<file path="config.mk">
export PLATFORM = sky130hd
export DESIGN_NAME = gpx_port
export DESIGN_NICKNAME = d
export VERILOG_FILES = /design/src/pkg/gpx_pkg.sv /design/src/gpx_line_sync.sv /design/src/gpx_port.sv
export VERILOG_INCLUDE_DIRS = /design/src /design/src/pkg
export SDC_FILE = /design/constraint.sdc
export NUM_CORES = 1
export LEC_CHECK = 0
export ABC_CLOCK_PERIOD_IN_PS = 2800
export BUFFER_PORTS_ARGS = -buffer_cell sky130_fd_sc_hd__buf_2
export CAP_MARGIN = 20
export CELL_PAD_IN_SITES_DETAIL_PLACEMENT = 1
export CELL_PAD_IN_SITES_GLOBAL_PLACEMENT = 2
export CORE_AREA = 2 2 202 204
export DETAILED_ROUTE_END_ITERATION = 10
export DIE_AREA = 0 0 204 206
export PLACE_DENSITY_LB_ADDON = 0.1
export SYNTH_ARGS = -nofsm -noshare
export SYNTH_HDL_FRONTEND = slang
export SYNTH_SLANG_ARGS = --single-unit
</file>
<file path="constraint.sdc">
create_clock -name i_clock -period 2.8 [get_ports i_clock]
set_clock_uncertainty 0.2 [all_clocks]
set_input_delay 0.42 -clock i_clock [delete_from_list [all_inputs] [get_ports i_clock]]
set_output_delay 0.42 -clock i_clock [all_outputs]
set_load 0.01 [all_outputs]
</file>
<file path="src/pkg/gpx_regs.svh">
// Purpose: Register offsets, reset values and field positions of the GPIO port.
// Assumes: Byte-wide register port with 8-bit addresses.
// Notes:   Definitions only.
`ifndef GPX_REGS_SVH
`define GPX_REGS_SVH

// ***************************************************************
// Register offsets
// ***************************************************************
`define GPX_OFF_DATA_B    8'h00
`define GPX_OFF_DATA_A    8'h01
`define GPX_OFF_DIR_B     8'h02
`define GPX_OFF_DIR_A     8'h03
`define GPX_OFF_PU_B      8'h04
`define GPX_OFF_PU_A      8'h05
`define GPX_OFF_PD_B      8'h06
`define GPX_OFF_PD_A      8'h07
`define GPX_OFF_BLOCK_B   8'h08
`define GPX_OFF_BLOCK_A   8'h09
`define GPX_OFF_SEL_15_12 8'h0A
`define GPX_OFF_SEL_7_4   8'h0B
`define GPX_OFF_SEL_11_8  8'h0C
`define GPX_OFF_SEL_3_0   8'h0D
`define GPX_OFF_CAUSE_B   8'h0E
`define GPX_OFF_CAUSE_A   8'h0F
`define GPX_OFF_SEEN_B    8'h10
`define GPX_OFF_SEEN_A    8'h11

// ***************************************************************
// Reset values, per bank
// ***************************************************************
`define GPX_RST_DATA      8'hFF
`define GPX_RST_DIR       8'hFF
`define GPX_RST_PU        8'h00
`define GPX_RST_PD        8'h00
`define GPX_RST_BLOCK     8'hFF
`define GPX_RST_SEL       8'h00
`define GPX_RST_FLAG      8'h00

// ***************************************************************
// Field positions
// ***************************************************************
`define GPX_BANK_B_MSB    15
`define GPX_BANK_B_LSB    8
`define GPX_BANK_A_MSB    7
`define GPX_BANK_A_LSB    0
`define GPX_SEL_FIELD_W   2
`define GPX_SYNC_STAGES   2

`endif

</file>
<file path="src/pkg/gpx_pkg.sv">
// Purpose: Shared types of the GPIO port.
// Assumes: Nothing beyond SystemVerilog.
// Notes:   Constants live in gpx_regs.svh.
package gpx_pkg;

   typedef logic [7:0] gpx_byte_t;

   typedef enum logic [1:0] {
      GPX_EDGE_NONE = 2'b00,
      GPX_EDGE_RISE = 2'b01,
      GPX_EDGE_FALL = 2'b10,
      GPX_EDGE_BOTH = 2'b11
   } gpx_edge_e;

endpackage

</file>
<file path="src/gpx_line_sync.sv">
// Purpose: Synchronises the pad inputs and finds their edges.
// Assumes: Pads may change at any time relative to i_clock.
// Notes:   Edge pulses last one cycle and align with the level change.
`include "gpx_regs.svh"

module gpx_line_sync #(
   parameter int WIDTH = 16
) (
   input wire logic i_clock,
   input wire logic i_nrst,
   input wire logic [WIDTH-1:0] i_pad,
   output logic [WIDTH-1:0] o_level,
   output logic [WIDTH-1:0] o_rise,
   output logic [WIDTH-1:0] o_fall
);

   logic [WIDTH-1:0] meta_ff;
   logic [WIDTH-1:0] level_ff;
   logic [WIDTH-1:0] prev_ff;

   // The first stage is read only by the second stage.
   always_ff @(posedge i_clock) begin
      if (!i_nrst) begin
         meta_ff <= '0;
         level_ff <= '0;
         prev_ff <= '0;
      end else begin
         meta_ff <= i_pad;
         level_ff <= meta_ff;
         prev_ff <= level_ff;
      end
   end

   assign o_level = level_ff;
   assign o_rise = level_ff & ~prev_ff;
   assign o_fall = ~level_ff & prev_ff;

endmodule

</file>
<file path="src/gpx_port.sv">
// Purpose: Sixteen-line GPIO port with edge events and an interrupt output.
// Assumes: A serial front end turns host transfers into single-cycle
//          register reads and writes on the register port.
// Notes:   The strobe port stands in for the serial front end.
// Function
// Data write sets output lines; reset all ones.
// Data read returns actual pin levels.
// Direction bit 0 output, 1 input.
// Pull-up bit enables pull-up; reset off.
// Pull-down bit enables pull-down; reset off.
// Mask 0 lets events interrupt; reset masked.
// Only input lines may raise interrupt.
// Sense code: none, rising, falling, both.
// Sense registers map lines 15-12,7-4,11-8,3-0.
// Matching edge sets sticky event flag.
// Unmasked matching edge sets sticky cause flag.
// Writing 1 to cause clears cause and event.
// Writing 1 to event clears event and cause.
// Interrupt low while any cause flag set.
// Changing sense clears that line's event flag.
// Writing 0 keeps flags; new edge beats clear.
// Inputs synchronised before edge detection.
`include "gpx_regs.svh"

module gpx_port (
   input wire logic i_clock,
   input wire logic i_nrst,
   input wire logic [7:0] i_reg_addr,
   input wire logic i_reg_wr,
   input wire logic [7:0] i_reg_wdata,
   input wire logic i_reg_rd,
   output logic [7:0] o_reg_rdata,
   output logic o_reg_rvalid,
   input wire logic [15:0] i_io_in,
   output logic [15:0] o_io_out,
   output logic [15:0] o_io_oe,
   output logic [15:0] o_pullup_en,
   output logic [15:0] o_pulldown_en,
   output logic o_irq_out_n,
   output logic o_irq_out_n_oe
);

   // ***************************************************************
   // Storage
   // ***************************************************************
   logic [15:0] data_ff;
   logic [15:0] dir_ff;
   logic [15:0] pu_ff;
   logic [15:0] pd_ff;
   logic [15:0] block_ff;
   logic [31:0] sel_ff;
   logic [15:0] cause_ff;
   logic [15:0] seen_ff;
   logic [7:0] rdata_ff;
   logic rvalid_ff;

   logic [15:0] pin_level;
   logic [15:0] pin_rise;
   logic [15:0] pin_fall;
   logic [15:0] hit;
   logic [15:0] sel_chg;
   logic [31:0] nxt_sel;
   logic [15:0] clr_seen;
   logic [15:0] clr_cause;
   logic [15:0] nxt_seen;
   logic [15:0] nxt_cause;
   logic [7:0] nxt_rdata;

   function automatic logic wr_at(input logic [7:0] off);
      wr_at = i_reg_wr && (i_reg_addr == off);
   endfunction

   // ***************************************************************
   // Input synchronisers
   // ***************************************************************
   gpx_line_sync #(
      .WIDTH(16)
   ) gpx_line_sync_i (
      .i_clock(i_clock),
      .i_nrst(i_nrst),
      .i_pad(i_io_in),
      .o_level(pin_level),
      .o_rise(pin_rise),
      .o_fall(pin_fall)
   );

   // ***************************************************************
   // Configuration registers
   // ***************************************************************
   always_ff @(posedge i_clock) begin
      if (!i_nrst) begin
         data_ff <= {`GPX_RST_DATA, `GPX_RST_DATA};
      end else if (wr_at(`GPX_OFF_DATA_B)) begin
         data_ff[15:8] <= i_reg_wdata;
      end else if (wr_at(`GPX_OFF_DATA_A)) begin
         data_ff[7:0] <= i_reg_wdata;
      end
   end

   always_ff @(posedge i_clock) begin
      if (!i_nrst) begin
         dir_ff <= {`GPX_RST_DIR, `GPX_RST_DIR};
      end else if (wr_at(`GPX_OFF_DIR_B)) begin
         dir_ff[15:8] <= i_reg_wdata;
      end else if (wr_at(`GPX_OFF_DIR_A)) begin
         dir_ff[7:0] <= i_reg_wdata;
      end
   end

   always_ff @(posedge i_clock) begin
      if (!i_nrst) begin
         pu_ff <= {`GPX_RST_PU, `GPX_RST_PU};
      end else if (wr_at(`GPX_OFF_PU_B)) begin
         pu_ff[15:8] <= i_reg_wdata;
      end else if (wr_at(`GPX_OFF_PU_A)) begin
         pu_ff[7:0] <= i_reg_wdata;
      end
   end

   always_ff @(posedge i_clock) begin
      if (!i_nrst) begin
         pd_ff <= {`GPX_RST_PD, `GPX_RST_PD};
      end else if (wr_at(`GPX_OFF_PD_B)) begin
         pd_ff[15:8] <= i_reg_wdata;
      end else if (wr_at(`GPX_OFF_PD_A)) begin
         pd_ff[7:0] <= i_reg_wdata;
      end
   end

   always_ff @(posedge i_clock) begin
      if (!i_nrst) begin
         block_ff <= {`GPX_RST_BLOCK, `GPX_RST_BLOCK};
      end else if (wr_at(`GPX_OFF_BLOCK_B)) begin
         block_ff[15:8] <= i_reg_wdata;
      end else if (wr_at(`GPX_OFF_BLOCK_A)) begin
         block_ff[7:0] <= i_reg_wdata;
      end
   end

   // The sense registers are held as one vector indexed by line number.
   always_comb begin
      nxt_sel = sel_ff;
      if (wr_at(`GPX_OFF_SEL_3_0)) begin
         nxt_sel[7:0] = i_reg_wdata;
      end
      if (wr_at(`GPX_OFF_SEL_7_4)) begin
         nxt_sel[15:8] = i_reg_wdata;
      end
      if (wr_at(`GPX_OFF_SEL_11_8)) begin
         nxt_sel[23:16] = i_reg_wdata;
      end
      if (wr_at(`GPX_OFF_SEL_15_12)) begin
         nxt_sel[31:24] = i_reg_wdata;
      end
   end

   always_ff @(posedge i_clock) begin
      if (!i_nrst) begin
         sel_ff <= {4{`GPX_RST_SEL}};
      end else begin
         sel_ff <= nxt_sel;
      end
   end

   // ***************************************************************
   // Edge qualification per line
   // ***************************************************************
   for (genvar gi = 0; gi < 16; gi++) begin : g_line
      gpx_pkg::gpx_edge_e mode;
      assign mode = gpx_pkg::gpx_edge_e'(sel_ff[2*gi +: 2]);
      always_comb begin
         case (mode)
            gpx_pkg::GPX_EDGE_NONE: hit[gi] = 1'b0;
            gpx_pkg::GPX_EDGE_RISE: hit[gi] = pin_rise[gi];
            gpx_pkg::GPX_EDGE_FALL: hit[gi] = pin_fall[gi];
            gpx_pkg::GPX_EDGE_BOTH: hit[gi] = pin_rise[gi] | pin_fall[gi];
            default: hit[gi] = 1'b0;
         endcase
      end
      assign sel_chg[gi] = nxt_sel[2*gi +: 2] != sel_ff[2*gi +: 2];
   end

   // ***************************************************************
   // Sticky flags
   // ***************************************************************
   always_comb begin
      clr_cause = 16'h0000;
      clr_seen = sel_chg;
      if (wr_at(`GPX_OFF_CAUSE_B)) begin
         clr_cause[15:8] = clr_cause[15:8] | i_reg_wdata;
      end
      if (wr_at(`GPX_OFF_CAUSE_A)) begin
         clr_cause[7:0] = clr_cause[7:0] | i_reg_wdata;
      end
      if (wr_at(`GPX_OFF_SEEN_B)) begin
         clr_seen[15:8] = clr_seen[15:8] | i_reg_wdata;
         clr_cause[15:8] = clr_cause[15:8] | i_reg_wdata;
      end
      if (wr_at(`GPX_OFF_SEEN_A)) begin
         clr_seen[7:0] = clr_seen[7:0] | i_reg_wdata;
         clr_cause[7:0] = clr_cause[7:0] | i_reg_wdata;
      end
      // A cause clear also drops the event flag of the same line.
      clr_seen = clr_seen | clr_cause;
   end

   // A new edge is ORed in after the clear so that it is never lost.
   assign nxt_seen = (seen_ff & ~clr_seen) | hit; // see
   assign nxt_cause = (cause_ff & ~clr_cause) | (hit & ~block_ff & dir_ff); // see

   always_ff @(posedge i_clock) begin
      if (!i_nrst) begin
         seen_ff <= {`GPX_RST_FLAG, `GPX_RST_FLAG};
      end else begin
         seen_ff <= nxt_seen;
      end
   end

   always_ff @(posedge i_clock) begin
      if (!i_nrst) begin
         cause_ff <= {`GPX_RST_FLAG, `GPX_RST_FLAG};
      end else begin
         cause_ff <= nxt_cause;
      end
   end

   // ***************************************************************
   // Read port
   // ***************************************************************
   always_comb begin
      case (i_reg_addr)
         `GPX_OFF_DATA_B: nxt_rdata = pin_level[15:8];
         `GPX_OFF_DATA_A: nxt_rdata = pin_level[7:0];
         `GPX_OFF_DIR_B: nxt_rdata = dir_ff[15:8];
         `GPX_OFF_DIR_A: nxt_rdata = dir_ff[7:0];
         `GPX_OFF_PU_B: nxt_rdata = pu_ff[15:8];
         `GPX_OFF_PU_A: nxt_rdata = pu_ff[7:0];
         `GPX_OFF_PD_B: nxt_rdata = pd_ff[15:8];
         `GPX_OFF_PD_A: nxt_rdata = pd_ff[7:0];
         `GPX_OFF_BLOCK_B: nxt_rdata = block_ff[15:8];
         `GPX_OFF_BLOCK_A: nxt_rdata = block_ff[7:0];
         `GPX_OFF_SEL_15_12: nxt_rdata = sel_ff[31:24];
         `GPX_OFF_SEL_7_4: nxt_rdata = sel_ff[15:8];
         `GPX_OFF_SEL_11_8: nxt_rdata = sel_ff[23:16];
         `GPX_OFF_SEL_3_0: nxt_rdata = sel_ff[7:0];
         `GPX_OFF_CAUSE_B: nxt_rdata = cause_ff[15:8];
         `GPX_OFF_CAUSE_A: nxt_rdata = cause_ff[7:0];
         `GPX_OFF_SEEN_B: nxt_rdata = seen_ff[15:8];
         `GPX_OFF_SEEN_A: nxt_rdata = seen_ff[7:0];
         default: nxt_rdata = 8'h00;
      endcase
   end

   always_ff @(posedge i_clock) begin
      if (!i_nrst) begin
         rdata_ff <= 8'h00;
         rvalid_ff <= 1'b0;
      end else begin
         rvalid_ff <= i_reg_rd;
         if (i_reg_rd) begin
            rdata_ff <= nxt_rdata;
         end
      end
   end

   // ***************************************************************
   // Outputs
   // ***************************************************************
   assign o_reg_rdata = rdata_ff;
   assign o_reg_rvalid = rvalid_ff;
   assign o_io_out = data_ff;
   assign o_io_oe = ~dir_ff;
   assign o_pullup_en = pu_ff;
   assign o_pulldown_en = pd_ff;
   // Open drain: the pin is only ever pulled low, never driven high.
   assign o_irq_out_n = 1'b0;
   assign o_irq_out_n_oe = |cause_ff;
endmodule

</file>
Word-level counts from Yosys, hierarchy flattened
Cells that the tools add are included.

word-level totals
  bits in registers = 201
  latch bits = 0
  RAM bits = 0
  bits in read-only memories = 0
  bits of input ports = 36
  output and inout bits = 75
  memories kept = 0

cells by class
  add/sub/neg operators = 0
  $mul = 0
  divide/modulo/power cells = 0
  magnitude comparators = 0
  eq/ne operators = 81
  shift-type cells = 0
  multiplexer cells = 27
  bitwise logic cells = 40
  reductions and logical operators = 41

operator list
  operator            count
  $pmux 8 s18         1
  $and 16x16->16      6
  $not 16->16         6
  $mux 8              10
  $eq 2x2->1 const B  32
  $eq 8x4->1 const B  8
  $pmux 1 s4          16
  $or 16x16->16       3
  $eq 2x1->1 const B  16
  $eq 8x3->1 const B  4
  $logic_not 2->1     16
  $ne 2x2->1          16
  $or 8x8->8          4
  $logic_and 1x1->1   18
  $eq 8x2->1 const B  2
  $eq 8x5->1 const B  2
  $or 1x1->1          16
  $reduce_or 16->1    1
  $reduce_and 2->1    5
  $eq 8x1->1 const B  1
  $logic_not 8->1     1
  $not 1->1           5

Depth between registers and ports, before layout
  word-level depth = 10
  depth in mapped cells = 8
  depth with buffers taken out = 7

Modules after synthesis
Synthesis repeated with hierarchy kept, for this count alone.

unflattened totals
  cell total of the unflattened synthesis = 1010
  area, all modules = 9195.1 µm²

by module, submodules not included
  module         times used  cells each  area each (µm²)
  gpx_port       1           877         7689.9
  gpx_line_sync  1           133         1505.2

Worst setup path after synthesis
OpenSTA, ideal clock, no wires.

  kind = input to register
  start point = input i_reg_addr[0]
  end point = register rdata_ff[6] (netlist: o_reg_rdata[6])
  data arrival time = 1.962 ns
  slack = 0.511 ns
  stages = 7
  buffers on the path = 2
  cells stage by stage = buf_2 -> buf_1 -> mux2_2 -> a32o_1 -> a32o_1 -> a221oi_1 -> a21oi_1

on the way
  cells in the longest elaborated chain, start to end = 2
  elaborated cells between the ends (all ways) = 19
  classes of those cells = 17 x eq/ne; 1 x mux; 1 x reduce/logical

RTL lines
  item                                RTL line         source
  from (decl)                         gpx_port.sv:28   input wire logic [7:0] i_reg_addr,
  $eq 8x5->1 (tied with other cells)  gpx_port.sv:231  case (i_reg_addr)
  $pmux 8 s18 *                       gpx_port.sv:231
  to (signal assigned)                gpx_port.sv:261  rdata_ff <= nxt_rdata;
  to (decl)                           gpx_port.sv:54   logic [7:0] rdata_ff;

Every way passes the cells marked *; elsewhere a longest branch is shown, timed or not.
A chain may end at the register's enable or synchronous reset.

Worst setup path in the final report
  start point = register cause_ff[14]
  end point = output o_irq_out_n_oe

on the way
  cells in the longest elaborated chain, start to end = 1

RTL lines
  item                    RTL line         source
  from (decl)             gpx_port.sv:52   logic [15:0] cause_ff;
  from (signal assigned)  gpx_port.sv:221  cause_ff <= {`GPX_RST_FLAG, `GPX_RST_FLAG};
  from (signal assigned)  gpx_port.sv:223  cause_ff <= nxt_cause;
  $reduce_or 16->1        gpx_port.sv:277  assign o_irq_out_n_oe = |cause_ff;
  to (decl)               gpx_port.sv:40   output logic o_irq_out_n_oe

Every way passes these cells.

==> impl_metrics.csv <==
group,metric,value,unit
worst_setup_path,cp_max_fo,3,
placement,place_congestion,0.883,
clock_tree,cts_root_buf,"clkbuf_16",
synth,synth-async-reset-ratio,0,
clock_tree,cts_setup_buffers,0,
floorplanning,pin_count,111,
grt,grt_use_total,0.211,
timing,setup_tns,0,ns
timing,min_period_over_period,0.923,
run_status,outcome,"completed",
timing,fin_crit,2.59,ns
timing,slew_violations,0,
worst_hold_path,hp-class,"in2reg",
worst_setup_path,crit_family,"simple AND/OR/NAND/NOR gates",
floorplanning,start_util,0.246,
clock_tree,post_cts_resized,0,
worst_setup_path,slowest_delay,0.58,ns
drt,drtPass1Iterations,5,
synth,synthCells,1129,
power_and_ir_drop,peakVddDrop,0.380,mV
drt,totalWireLength,44.4,mm
timing,hold_viol_final,0,
clock_tree,cts.htree.levels,1,
worst_setup_path,arrival,1.97,ns
finish,multi_input_area,5240,um^2
worst_setup_path,crit_slowest_cell,"nor4_1",
finish,drive_above_1_share,0.195,
drt,postRouteAntennaNets,0,
clock_tree,clk_path_buf_depth,3,
floorplanning,num_rows,74,
drt,initialDrtViolationCount,453,
timing,max_freq,0.387,GHz
grt,grt_first_pass_wirelength,64.3,mm
clock_tree,cts_inserted_buffers,27,
clock_tree,clkTransAtPathRegs,0.06,ns
placement,io_buffer_count,109,
worst_setup_path,crit_type,"reg2out",
clock_tree,worst_skew_pair.late_latency,0.55,ns
synth,avgSynthCellArea,8.75,um^2
synth,synth_area_leaders,"dfxtp_1 (41%), mux2i_1 (6.6%), nor2b_1 (5.1%)",
power_and_ir_drop,power.density,561,nW/um^2
drt,drc,0,
worst_setup_path,end_kind,"output port",
finish,diodes,0,
grt,grt-ovfl-total,0,
drt,wl_per_cell,24.3,um
worst_setup_path,crit_chain,"nor4_1 > nand4_1 > buf_2",
drt,vias,8909,
power_and_ir_drop,total_leakage_power,0.00524,uW
synth,ys_seq_area_frac,0.408,
finish,design_area,12400,um^2
floorplanning,die-area,42000,um^2
worst_setup_path,cp-start-kind,"register",
flow_run,drv_cap,0,
timing,worst_slew_pin_slew,0.739,ns
synth,synthFlopType,"dfxtp_1",
worst_setup_path,cp.buffers_inverters,1,
synth,synth_largest_area_cell,"dfxtp_1",
finish,fin_nets,1342,
finish,fillers,4735,
timing,max_slew_margin,0.504,
timing,setup_viol,0,
finish,area_delta_synth_final,25.5,%
synth,synth_common_cells,"dfxtp_1 (201), nand2_1 (116), o21ai_0 (88)",
synth,ys_warn_count,0,
drt,viasPerCell,4.88,
synth,synthDistinctLibCells,67,
synth,synth.most_common_cell,"dfxtp_1",
synth,synth_top_area_frac,0.408,
grt,grt_max_degree,83,
floorplanning,core-area,40200,um^2
grt,grt_antenna_before_repair,0,
timing,rsz0062_at_grt,"false",
synth,ys_seq_elements,201,
clock_tree,clkSinkCount,201,
placement,place_area,11300,um^2
worst_setup_path,required,2.18,ns
finish,largest_reg_flops,32,
finish,regMostFlops,"sel_ff",
synth,syn-num-nets,1197,
grt,grt_pass1_vias,9007,
finish,final-seq-area,4020,um^2
power_and_ir_drop,total_power,6950,uW
floorplanning,chipHeight,206,um
synth,synth_area,9870,um^2
clock_tree,cts_tree,"yes",
clock_tree,holdBufCountCts,16,
synth,synth-edff-count,0,
placement,dpl.hpwl,33.1,mm
floorplanning,die_w,204,um
==> logic make-up after synthesis <==
logic type,share of synthesized area
XOR/XNOR,0.0284
other,0.000380
flip-flops,0.408
AND/OR/NAND/NOR,0.185
buffers and inverters,0.0620
multiplexers,0.0876
adder cells (fa/ha/maj),0.0406
AO/OA/AOI/OAI,0.189
==> worst min-delay path: stages <==
cell      delay (ns)
buf_2           0.21
nand2_1         0.09
a21boi_0        0.06
==> layout by cell type (no fill, tap or decap), types with 6 or more instances in the layout <==
cell and instances:
nor2b_1 80, nor3_1 14, and2_1 51, mux2i_1 65, buf_2 108, nand2_1 116, xor2_1 30, mux2_2 15
a22oi_1 10, o21ai_0 88, clkbuf_16 27, clkinv_2 8, inv_1 71, a32o_1 12, buf_4 69, o32ai_1 6
dfxtp_1 201, dlygate4sd3_1 16, a31oi_1 13, nor2_1 42, nand3_1 18, o211ai_1 43, a21boi_0 27, a41o_1 8
ha_1 32, a221oi_1 8, a21oi_1 19
==> layout make-up <==
cell class,count,share of cell area
clock inverter,14,0.0124
clock buffer,34,0.0599
multi-input combinational,775,0.423
sequential,201,0.325
tap,532,0.0537
inverter,72,0.0218
timing repair buffer,197,0.104
==> where the power goes <==
part	switching (uW)	internal [uW]
Combinational	312	176
Clock	1400	2140
Sequential	24.7	2890
==> stage by stage <==
stage	instances	setup WS, ns	hold WS [ns]	utilization
4_1_cts	1825	0.270	0.0780	0.308
6_report	1825	0.214	0.0987	0.308
3_5_place_dp	1761	0.113	0.220	0.282
5_1_grt	1825	0.262	0.103	0.308
2_1_floorplan	1129	0.511	0.212	-
3_3_place_gp	1761	0.155	0.217	0.282
==> metal layers <==
layer  global-route usage  vias to the layer above  part of all wire  routed length [um]
li1                     -                     4227                 -                   -
met1                0.294                     4417              0.48               21400
met2                0.344                      209              0.45               20200
met3               0.0263                       56             0.042                1860
met4               0.0541                        0             0.022                 969
met5                    0                        -                 0                   0
==> path summary, 6_finish.rpt <==
kind	cells after the start	slack (ns)	endpoint	start
worst max register to register	5	0.93	o_reg_rdata[4]$_SDFFE_PN0P_	sel_ff[4]$_SDFF_PN0_
worst min register to register	1	0.23	gpx_line_sync_i.o_level[15]$_SDFF_PN0_	gpx_line_sync_i.meta_ff[15]$_SDFF_PN0_
worst min-delay path	3	0.1	o_pulldown_en[6]$_SDFFE_PN0P_	i_reg_wdata[6]
worst max-delay path	3	0.21	o_irq_out_n_oe	cause_ff[14]$_SDFF_PN0_
Note: power is estimated with default switching activity, not from simulation.
